### src/design/bcs_defs.vh
// Constants for the boot cluster swap address remapper
//
// Contract
// The boot region is two clusters of 4 KB each, swapped as whole units.
// With no swap in effect, cluster 0 is decoded at 0000H to 0FFFH.
// With no swap in effect, cluster 1 is decoded at 1000H to 1FFFH.
// A reset with the boot flag set maps cluster 1 onto 0000H to 0FFFH.
// The swap choice survives power loss and steers the next reset.
// The set-information path can both set and clear the swap choice.
// Software fills and checks cluster 1 before setting the swap.
// While swapped, cluster 0 is decoded at 1000H to 1FFFH.
`ifndef BCS_DEFS_VH
`define BCS_DEFS_VH

`define BCS_ADDR_W     16
`define BCS_CLUSTER_W  12
`define BCS_CLUSTER_BIT 12
`define BCS_BOOT_HI_W  3
`define BCS_BOOT_HI    3'h0
`define BCS_FLAG_RST   1'b0

`endif

### src/design/bcs_swap.v
// Boot cluster swap remapper between CPU addressing and the flash array
`timescale 1ns/1ns
`include "bcs_defs.vh"

module bcs_swap
#(
    parameter ADDR_W = `BCS_ADDR_W
)
(
    clk,
    nrst,
    cpu_addr,
    nv_flag,
    set_info_wr,
    set_info_val,
    flash_addr,
    swap_active,
    boot_flag
);
    input  wire              clk;
    input  wire              nrst;
    input  wire [ADDR_W-1:0] cpu_addr;
    input  wire              nv_flag;
    input  wire              set_info_wr;
    input  wire              set_info_val;
    output reg  [ADDR_W-1:0] flash_addr;
    output reg               swap_active;
    output wire              boot_flag;

    // Swap selector phases after reset
    localparam ST_LOAD = 1'b0;
    localparam ST_RUN  = 1'b1;
    localparam HI_W    = ADDR_W - `BCS_CLUSTER_BIT - 1;

    reg               state_reg;
    reg               state_next;
    reg               swap_active_next;
    wire              in_boot;
    wire              flip;
    wire [ADDR_W-1:0] remap_addr;

    bcs_flag_cell bcs_flag_cell_i
    (
        .clk          (clk),
        .nrst         (nrst),
        .nv_flag      (nv_flag),
        .set_info_wr  (set_info_wr),
        .set_info_val (set_info_val),
        .flag_out     (boot_flag)
    );

    // flag caught once after reset release
    // Later flag writes wait for the next reset, so fetch never jumps
    always @*
    begin
        state_next       = state_reg;
        swap_active_next = swap_active;
        case (state_reg)
            ST_LOAD:
            begin
                state_next       = ST_RUN;
                swap_active_next = boot_flag;
            end
            ST_RUN:
            begin
                state_next       = ST_RUN;
                swap_active_next = swap_active;
            end
            default:
            begin
                state_next       = ST_LOAD;
                swap_active_next = 1'b0;
            end
        endcase
    end

    always @(posedge clk)
    begin
        if (!nrst)
        begin
            state_reg   <= ST_LOAD;
            swap_active <= 1'b0;
        end
        else
        begin
            state_reg   <= state_next;
            swap_active <= swap_active_next;
        end
    end

    // only the two 4 KB clusters take part
    assign in_boot = (cpu_addr[ADDR_W-1:`BCS_CLUSTER_BIT+1] ==
                      {HI_W{1'b0}});
    assign flip    = in_boot & swap_active;

    // only the cluster bit flips
    genvar b;
    generate
        for (b = 0; b < ADDR_W; b = b + 1)
        begin : g_bit
            if (b == `BCS_CLUSTER_BIT)
            begin : g_flip
                assign remap_addr[b] = cpu_addr[b] ^ flip;
            end
            else
            begin : g_keep
                assign remap_addr[b] = cpu_addr[b];
            end
        end
    endgenerate

    always @(posedge clk)
    begin
        if (!nrst)
            flash_addr <= {ADDR_W{1'b0}};
        else
            flash_addr <= remap_addr;
    end
endmodule // bcs_swap

### src/design/bcs_flag_cell.v
// Persistent boot flag cell, fed by the set-information path
`timescale 1ns/1ns
`include "bcs_defs.vh"

module bcs_flag_cell
(
    clk,
    nrst,
    nv_flag,
    set_info_wr,
    set_info_val,
    flag_out
);
    input  wire clk;
    input  wire nrst;
    input  wire nv_flag;
    input  wire set_info_wr;
    input  wire set_info_val;
    output wire flag_out;

    reg  stored_reg;
    reg  loaded_reg;

    // nonvolatile value reloads
    // Cell holds flash state; nv_flag is its power-up contents
    always @(posedge clk)
    begin
        if (!nrst)
        begin
            loaded_reg <= 1'b0;
            stored_reg <= `BCS_FLAG_RST;
        end
        else if (!loaded_reg)
        begin
            loaded_reg <= 1'b1;
            stored_reg <= set_info_wr ? set_info_val : nv_flag;
        end
        // set and clear
        else if (set_info_wr)
        begin
            stored_reg <= set_info_val;
        end
    end

    assign flag_out = loaded_reg ? stored_reg : nv_flag;
endmodule // bcs_flag_cell

### config.mk
export PLATFORM = sky130hd
export DESIGN_NAME = bcs_swap
export DESIGN_NICKNAME = d
export VERILOG_FILES = /design/src/design/bcs_swap.v /design/src/design/bcs_flag_cell.v
export VERILOG_INCLUDE_DIRS = /design/src /design/src/design
export SDC_FILE = /design/constraint.sdc
export NUM_CORES = 1
export LEC_CHECK = 0
export BUFFER_PORTS_ARGS = -buffer_cell sky130_fd_sc_hd__buf_2
export CAP_MARGIN = 20
export CORE_UTILIZATION = 41
export DETAILED_ROUTE_END_ITERATION = 16
export PLACE_DENSITY = 0.77
export SYNTH_ARGS = -nofsm -noshare
export SYNTH_HDL_FRONTEND = slang
export SYNTH_SLANG_ARGS = --single-unit
### constraint.sdc
create_clock -name clk -period 1.6 [get_ports clk]
set_input_delay 0.24 -clock clk [delete_from_list [all_inputs] [get_ports clk]]
set_output_delay 0.24 -clock clk [all_outputs]
set_load 0.03 [all_outputs]
==> impl_metrics.tcl, run 1 <==
set metrics [dict create \
    ys_warn_count 0 \
    syn_avg_cell_area_um2 12.8 \
    end_kind "output port" \
    cp_max_fo 2 \
    worst-r2r-setup-slack_ns 0.60 \
    portBuffers 38 \
    cts_root_buf "clkbuf_4" \
    drc 0 \
    syn_area_um2 562 \
    cap_violations 0 \
    regMostFlops "flash_addr" \
    run_status "complete, no violations" \
    antennaDiodeCount 0 \
    synth_nets 65 \
    core_area_um2 1190 \
    p_leak_nw 0.417 \
    drive_gt1_share_pct 51.8 \
    peakVddDrop_mv 0.669 \
    slew_violations 0 \
    cts-buffers-inserted 3 \
    drtIter0Drc 12 \
    hold_violations 0 \
    ios 39 \
    cp-start-kind "flip-flop" \
    wl_per_cell_um 9.65 \
    ys_ff_latch 19 \
    grt.total_usage_pct 14.7 \
    syn_inst 44 \
    area_growth_syn_to_layout_pct 41.0 \
    fp.dieH_um 39.0 \
    via_count 424 \
    skew_ns 0.000168 \
    yosysTopAreaCell "dfxtp_1" \
    ff2ff_path_depth 2 \
    cts.repair.resized 0 \
    cp.required_ns 1.36 \
    finalSetupTns_ns 0 \
    final_common_cell "buf_2" \
    hp-start "cpu_addr[5]" \
    antenna_found_initial 0 \
    htree_levels 1 \
    yosysUniqueCellTypes 10 \
    yosys-top-cells-area "dfxtp_1, and2_1, mux2i_1" \
    routabilityCongestion 0.606 \
    largest_reg_flops 16 \
    rsz0062_at_grt "false" \
    rr_startpoint "bcs_flag_cell_i.loaded_reg$_DFF_P_" \
    die_w_um 39.0 \
    yosysSeqAreaShare_pct 67.7 \
    cts_sinks 19 \
    grt_pass1_wl_um 1390 \
    endpoint "boot_flag" \
    holdWs_ns 0.144 \
    min_path_type "input port to flip-flop" \
    fmax_ghz 0.709 \
    grt_pass1_vias 360 \
    fin_nets 107 \
    netlist.area_leader.share_pct 67.7 \
    post-route-min-period_ns 1.41 \
    period_share_pct 88.2 \
    vias_per_cell 4.28 \
    hpwl_um 703 \
    routed_wl_um 955 \
    first_pass_iters 2 \
    tightestPinTransition_ns 0.258 \
    hold_buffers 0 \
    cts_buffer_depth 2 \
    rr_endpoint "bcs_flag_cell_i.stored_reg$_SDFFE_PN0P_" \
    finalSetupViolations 0 \
    cts.reportedPaths.clkPinSlew_ns 0.11 \
    relSlewSlack_pct 82.8 \
    clk_latency_ns 0.29 \
    mostFrequentLayoutCells "buf_2, dfxtp_1, and2_1" \
    critical_path_class "flip-flop to output port" \
    grt_max_degree 21 \
    nFillCells 97 \
    dp.cells 95 \
    die_area_um2 1520 \
    ant_nets 0 \
    crit_arrival_ns 1.17 \
    num_rows 12 \
    cts_tree "done" \
    start_util_pct 47.4 \
    cp-startpoint "bcs_flag_cell_i.loaded_reg$_DFF_P_" \
    grt_overflow_total 0 \
    p_per_area_nw_per_um2 1100 \
    post_cts_buffers 0 \
    fin_cells 99 \
]
## power breakdown
group	internal, W	total, W	leakage, nW	switching (W)
combinational	0.0000522	0.000131	0.241	0.0000789
sequential	0.000499	0.000506	0.158	0.00000680
clock	0.0000928	0.000234	0.0177	0.000141
## worst max-delay path: stages, from the launching register on
cell,delay [ns]
dfxtp_1,0.39
mux2_4,0.32
buf_2,0.18
## how the worst min path moves through the flow
stage                                    endpoint  slack, ns  depth (start not counted)
5_1_grt                  flash_addr[2]$_SDFF_PN0_       0.13                          2
2_1_floorplan  bcs_flag_cell_i.loaded_reg$_DFF_P_       0.27                          0
3_3_place_gp             flash_addr[5]$_SDFF_PN0_       0.44                          2
3_5_place_dp             flash_addr[5]$_SDFF_PN0_       0.45                          2
6_report                 flash_addr[5]$_SDFF_PN0_       0.14                          2
4_1_cts                  flash_addr[5]$_SDFF_PN0_       0.14                          2
## Yosys cell counts (all sizes together)
cell type	instances
mux2i	2
dfxtp	19
and2	15
clkbuf	1
nand2	1
mux2	1
nor2b	1
o211a	1
nor4b	1
nand2b	2
## per-stage QoR
| step | instance area [um^2] | power [W] | worst slack [ns] | util, % |
|---|---|---|---|---|
| after floorplan | 562 | 0.000597 | 0.575 | - |
| after global placement | 764 | 0.000647 | 0.542 | 64.5 |
| after detailed placement | 764 | 0.000650 | 0.513 | 64.5 |
| after CTS | 792 | 0.000879 | 0.172 | 66.8 |
| after global routing | 792 | 0.000918 | 0.124 | 66.8 |
| final | 792 | 0.000871 | 0.189 | 66.8 |
## cell families after synthesis
logic type | Yosys count | share of synthesized area [%]
AND/OR/NAND/NOR | 20 | 23.4
buffers and inverters | 1 | 0.890
AO/OA/AOI/OAI | 1 | 1.78
multiplexers | 3 | 6.24
flip-flops | 19 | 67.7
## per-layer routing
layer  GRT usage, %  up-vias  routed length [um]
li1               -      221                   -
met5              0        -                   0
met3           5.78        2                 117
met2           23.8       29                 393
met4           12.9        0                   8
met1           14.2      172                 436
## area by class of cell
type                    count  area [um^2]  share of cell area, %
well taps                  14         17.5                   2.21
repair buffers             38          190                   24.0
flip-flops and latches     19          380                   48.0
clock inverters             1         5.00                  0.632
multi-input cells          24          176                   22.3
clock buffers               3         22.5                   2.84
No activity file was read; power rests on OpenSTA's default activity.
==> run 2: changes to the inputs <==
- CORE_MARGIN: default -> 10
==> run 2 against run 1 <==
- core utilization shrank 5.9 points
- fmax up 1.4%
- critical path type unchanged
- die area rose by 110%
- global-route usage fell by 7.0 points
- count of clock-buffer cells in the layout increased by 1
==> impl_metrics.tcl, run 2 (synthesis gave the netlist of run 1 again) <==
set metrics [dict create \
    hold_buffers 0 \
    largest_reg_flops 16 \
    path_cells "mux2_4 -> buf_2" \
    die_area_um2 3250 \
    via_count 429 \
    max_stage_delay_ns 0.38 \
    p_leak_nw 0.414 \
    cp.required_ns 1.36 \
    cap_violations 0 \
    portBuffers 38 \
    worst_slack_ns 0.208 \
    rsz0062_at_grt "false" \
    start_util_pct 43.2 \
    slew_violations 0 \
    grt.total_usage_pct 7.66 \
    crit_buf_inv 1 \
    post_cts_buffers 0 \
    multiInputGateArea_um2 176 \
    drive_gt1_share_pct 50.6 \
    holdWs_ns 0.154 \
    die_w_um 57.0 \
    grt_overflow_total 0 \
    run_status "complete, no violations" \
    routed_wl_um 1290 \
    cts_root_buf "clkbuf_4" \
    htree_levels 1 \
    wl_per_cell_um 12.9 \
    num_rows 13 \
    ant_nets 0 \
    area_growth_syn_to_layout_pct 41.0 \
    hpwl_um 1060 \
    cp-start-kind "flip-flop" \
    final_common_cell "buf_2" \
    period_share_pct 87.0 \
    tightestPinTransition_ns 0.250 \
    antenna_found_initial 0 \
    end_kind "output port" \
    cp_max_fo 2 \
    top_usage_layer "met2" \
    regMostFlops "flash_addr" \
    grt_pass1_wl_um 2020 \
    hold_violations 0 \
    post-route-min-period_ns 1.39 \
    clk_latency_ns 0.28 \
    grtUsageMet2_pct 10.5 \
    cts.repair.resized 0 \
    nFillCells 126 \
    fp.dieH_um 57.0 \
    cp_slowest_cell "dfxtp_1" \
    use_met1_pct 7.87 \
    first_pass_iters 3 \
    cts-buffers-inserted 3 \
    mostFrequentLayoutCells "buf_2, dfxtp_1, and2_1" \
    vias_per_cell 4.29 \
    antennaDiodeCount 0 \
    cts_tree "done" \
    grt_pass1_vias 463 \
    skew_ns 0.000631 \
    grt_util_met3_pct 7.30 \
    p_per_area_nw_per_um2 1100 \
    min_path_type "input port to flip-flop" \
    seqCellArea_um2 380 \
    cp_top_family "flip-flops" \
    crit_arrival_ns 1.15 \
    fin_nets 107 \
    drtIter0Drc 4 \
    cts.reportedPaths.clkPinSlew_ns 0.10 \
    ios 39 \
    place_ws_ns 0.527 \
    finalSetupViolations 0 \
    cts_sinks 19 \
    relSlewSlack_pct 83.3 \
    critical_path_class "flip-flop to output port" \
    core_area_um2 1300 \
    peakVddDrop_mv 0.521 \
    routabilityCongestion 0.635 \
    fmax_ghz 0.719 \
    grt_max_degree 21 \
    drc 0 \
    cts_buffer_depth 2 \
    finalSetupTns_ns 0 \
]
==> run 2: worst paths after layout <==
| path | start | endpoint | slack [ns] | cells past startpoint |
|---|---|---|---|---|
| setup / recovery | bcs_flag_cell_i.loaded_reg$_DFF_P_ | boot_flag | 0.21 | 2 |
| hold / removal | cpu_addr[5] | flash_addr[5]$_SDFF_PN0_ | 0.15 | 2 |
| setup reg to reg | bcs_flag_cell_i.loaded_reg$_DFF_P_ | bcs_flag_cell_i.stored_reg$_SDFFE_PN0P_ | 0.62 | 2 |
| hold reg to reg | swap_active$_SDFFE_PN0N_ | swap_active$_SDFFE_PN0N_ | 0.56 | 2 |
==> run 2: layer usage <==
layer	up-vias	share of wire, %
met5	-	0
met4	0	0.31
met3	2	18
met2	29	39
met1	177	43
li1	221	-
==> run 2: where the power goes <==
part	internal [W]	switching (W)	leakage, nW	total [W]
Combinational	0.0000522	0.0000806	0.241	0.000133
Clock	0.0000966	0.000135	0.0150	0.000232
Sequential	0.000499	0.00000701	0.158	0.000506
Total	0.000648	0.000222	0.414	0.000870
==> run 2: through the flow <==
stage / utilization, % / instances / power, W / area (um^2)
after detailed placement: 58.8 / 96 / 0.000653 / 766
final: 60.9 / 100 / 0.000870 / 792
after CTS: 60.9 / 100 / 0.000882 / 792
after global placement: 58.8 / 96 / 0.000650 / 766
after global routing: 60.9 / 100 / 0.000915 / 792
after floorplan: - / 44 / 0.000597 / 562
==> run 2: layout make-up <==
class	instances	area share [%]
Clock buffer	4	3.32
Multi-Input combinational cell	24	22.3
Sequential cell	19	48.0
Tap cell	15	2.37
Timing Repair Buffer	38	24.0
==> run 3: changes to the inputs <==
- RECOVER_POWER: default -> 50
==> run 3 against run 2 <==
- power fell by 0.17%
- die area did not move
- core utilization fell by 0.58 points
- cell count did not move
- critical path depth did not move
- fmax barely moved
- largest cell class unchanged
- highest routed layer unchanged
==> impl_metrics.tcl, run 3 (synthesis gave the netlist of run 1 again) <==
set metrics [dict create \
    tightestPinTransition_ns 0.608 \
    clk_latency_ns 0.28 \
    drive_gt1_share_pct 48.2 \
    run_status "complete, no violations" \
    grt.total_usage_pct 7.66 \
    cp_max_fo 2 \
    period_share_pct 87.0 \
    worst_slack_ns 0.208 \
    routabilityCongestion 0.635 \
    design_area_um2 785 \
    via_count 428 \
    placed_cell_area_um2 766 \
    start_util_pct 43.2 \
    grt_pass1_vias 463 \
    cts.repair.resized 0 \
    fmax_ghz 0.718 \
    cts_tree "done" \
    largest_reg_flops 16 \
    peakVddDrop_mv 0.521 \
    path_cells "mux2_4 -> buf_2" \
    antennaDiodeCount 0 \
    finalSetupTns_ns 0 \
    ant_nets 0 \
    hold_violations 0 \
    regMostFlops "flash_addr" \
    cp.depth 2 \
    fin_nets 107 \
    hpwl_um 1060 \
    post-route-min-period_ns 1.39 \
    relSlewSlack_pct 59.5 \
    max_stage_delay_ns 0.38 \
    place_ws_ns 0.527 \
    cts_buffer_depth 2 \
    wl_per_cell_um 13.0 \
    fp.dieH_um 57.0 \
    vias_per_cell 4.28 \
    p_per_area_nw_per_um2 1110 \
    portBuffers 38 \
    critical_path_class "flip-flop to output port" \
    slew_violations 0 \
    min_path_type "input port to flip-flop" \
    cap_violations 0 \
    drc 0 \
    holdWs_ns 0.154 \
    cp-start-kind "flip-flop" \
    end_kind "output port" \
    mostFrequentLayoutCells "buf_2, dfxtp_1, and2_1" \
    cts.reportedPaths.clkPinSlew_ns 0.10 \
    skew_ns 0.000632 \
    cts-buffers-inserted 3 \
    ff2ff_path_depth 2 \
    first_pass_iters 3 \
    crit_arrival_ns 1.15 \
    post_cts_buffers 0 \
    crit_buf_inv 1 \
    ios 39 \
    antenna_found_initial 0 \
    holdPathStages 2 \
    area_growth_syn_to_layout_pct 39.6 \
    cp_slowest_cell "dfxtp_1" \
    cp_top_family "flip-flops" \
    die_w_um 57.0 \
    rsz0062_at_grt "false" \
    grt_pass1_wl_um 2020 \
    grt_overflow_total 0 \
    num_rows 13 \
    finalSetupViolations 0 \
    die_area_um2 3250 \
    grt_max_degree 21 \
    htree_levels 1 \
    final_common_cell "buf_2" \
    cts_sinks 19 \
    cts_root_buf "clkbuf_4" \
    drtIter0Drc 4 \
    routed_wl_um 1300 \
    p_leak_nw 0.407 \
    core_area_um2 1300 \
    hold_buffers 0 \
    cp.required_ns 1.36 \
]
==> run 3: cell types whose count changed in the layout (fill, tap and decap cells not counted) <==
cell and change:
and2_0 +6, and2_1 -6, buf_2 -1, clkbuf_1 +1, nor4b_1 +1, nor4b_2 -1
==> run 3: worst paths after layout <==
kind / from / end / slack [ns]
hold / removal: cpu_addr[9] / flash_addr[9]$_SDFF_PN0_ / 0.15
hold reg to reg: swap_active$_SDFFE_PN0N_ / swap_active$_SDFFE_PN0N_ / 0.56
setup reg to reg: swap_active$_SDFFE_PN0N_ / flash_addr[12]$_SDFF_PN0_ / 0.60
setup / recovery: bcs_flag_cell_i.loaded_reg$_DFF_P_ / boot_flag / 0.21
==> run 3: worst register-to-register path, cell delays in order, from the launching register on <==
cell and delay, ns:
dfxtp_1 0.36, nor4b_1 0.36, mux2i_1 0.22
==> run 3: routing by layer <==
layer / routed length [um] / vias to the layer above / GRT usage, %
li1: - / 221 / -
met1: 567 / 176 / 7.87
met2: 505 / 29 / 10.5
met3: 223 / 2 / 7.30
met4: 4 / 0 / 3.02
met5: 0 / - / 0
==> run 3: power by group <==
group          switching (W)  total (W)  internal (W)
Sequential        0.00000702   0.000506      0.000499
Combinational      0.0000803   0.000131     0.0000509
Clock               0.000135   0.000232     0.0000966
==> run 3: through the flow <==
| step | cells | power [W] | util, % |
|---|---|---|---|
| after floorplan | 44 | 0.000597 | - |
| final | 100 | 0.000869 | 60.3 |
| after global placement | 96 | 0.000650 | 58.8 |
| after CTS | 100 | 0.000882 | 60.9 |
| after detailed placement | 96 | 0.000653 | 58.8 |
| after global routing | 100 | 0.000913 | 60.3 |
==> run 3: layout make-up <==
type | count | area (um^2)
sequential | 19 | 380
tap | 15 | 18.8
multi-input combinational | 24 | 170
clock buffer | 4 | 26.3
timing repair buffer | 38 | 189
fill | 128 | 517
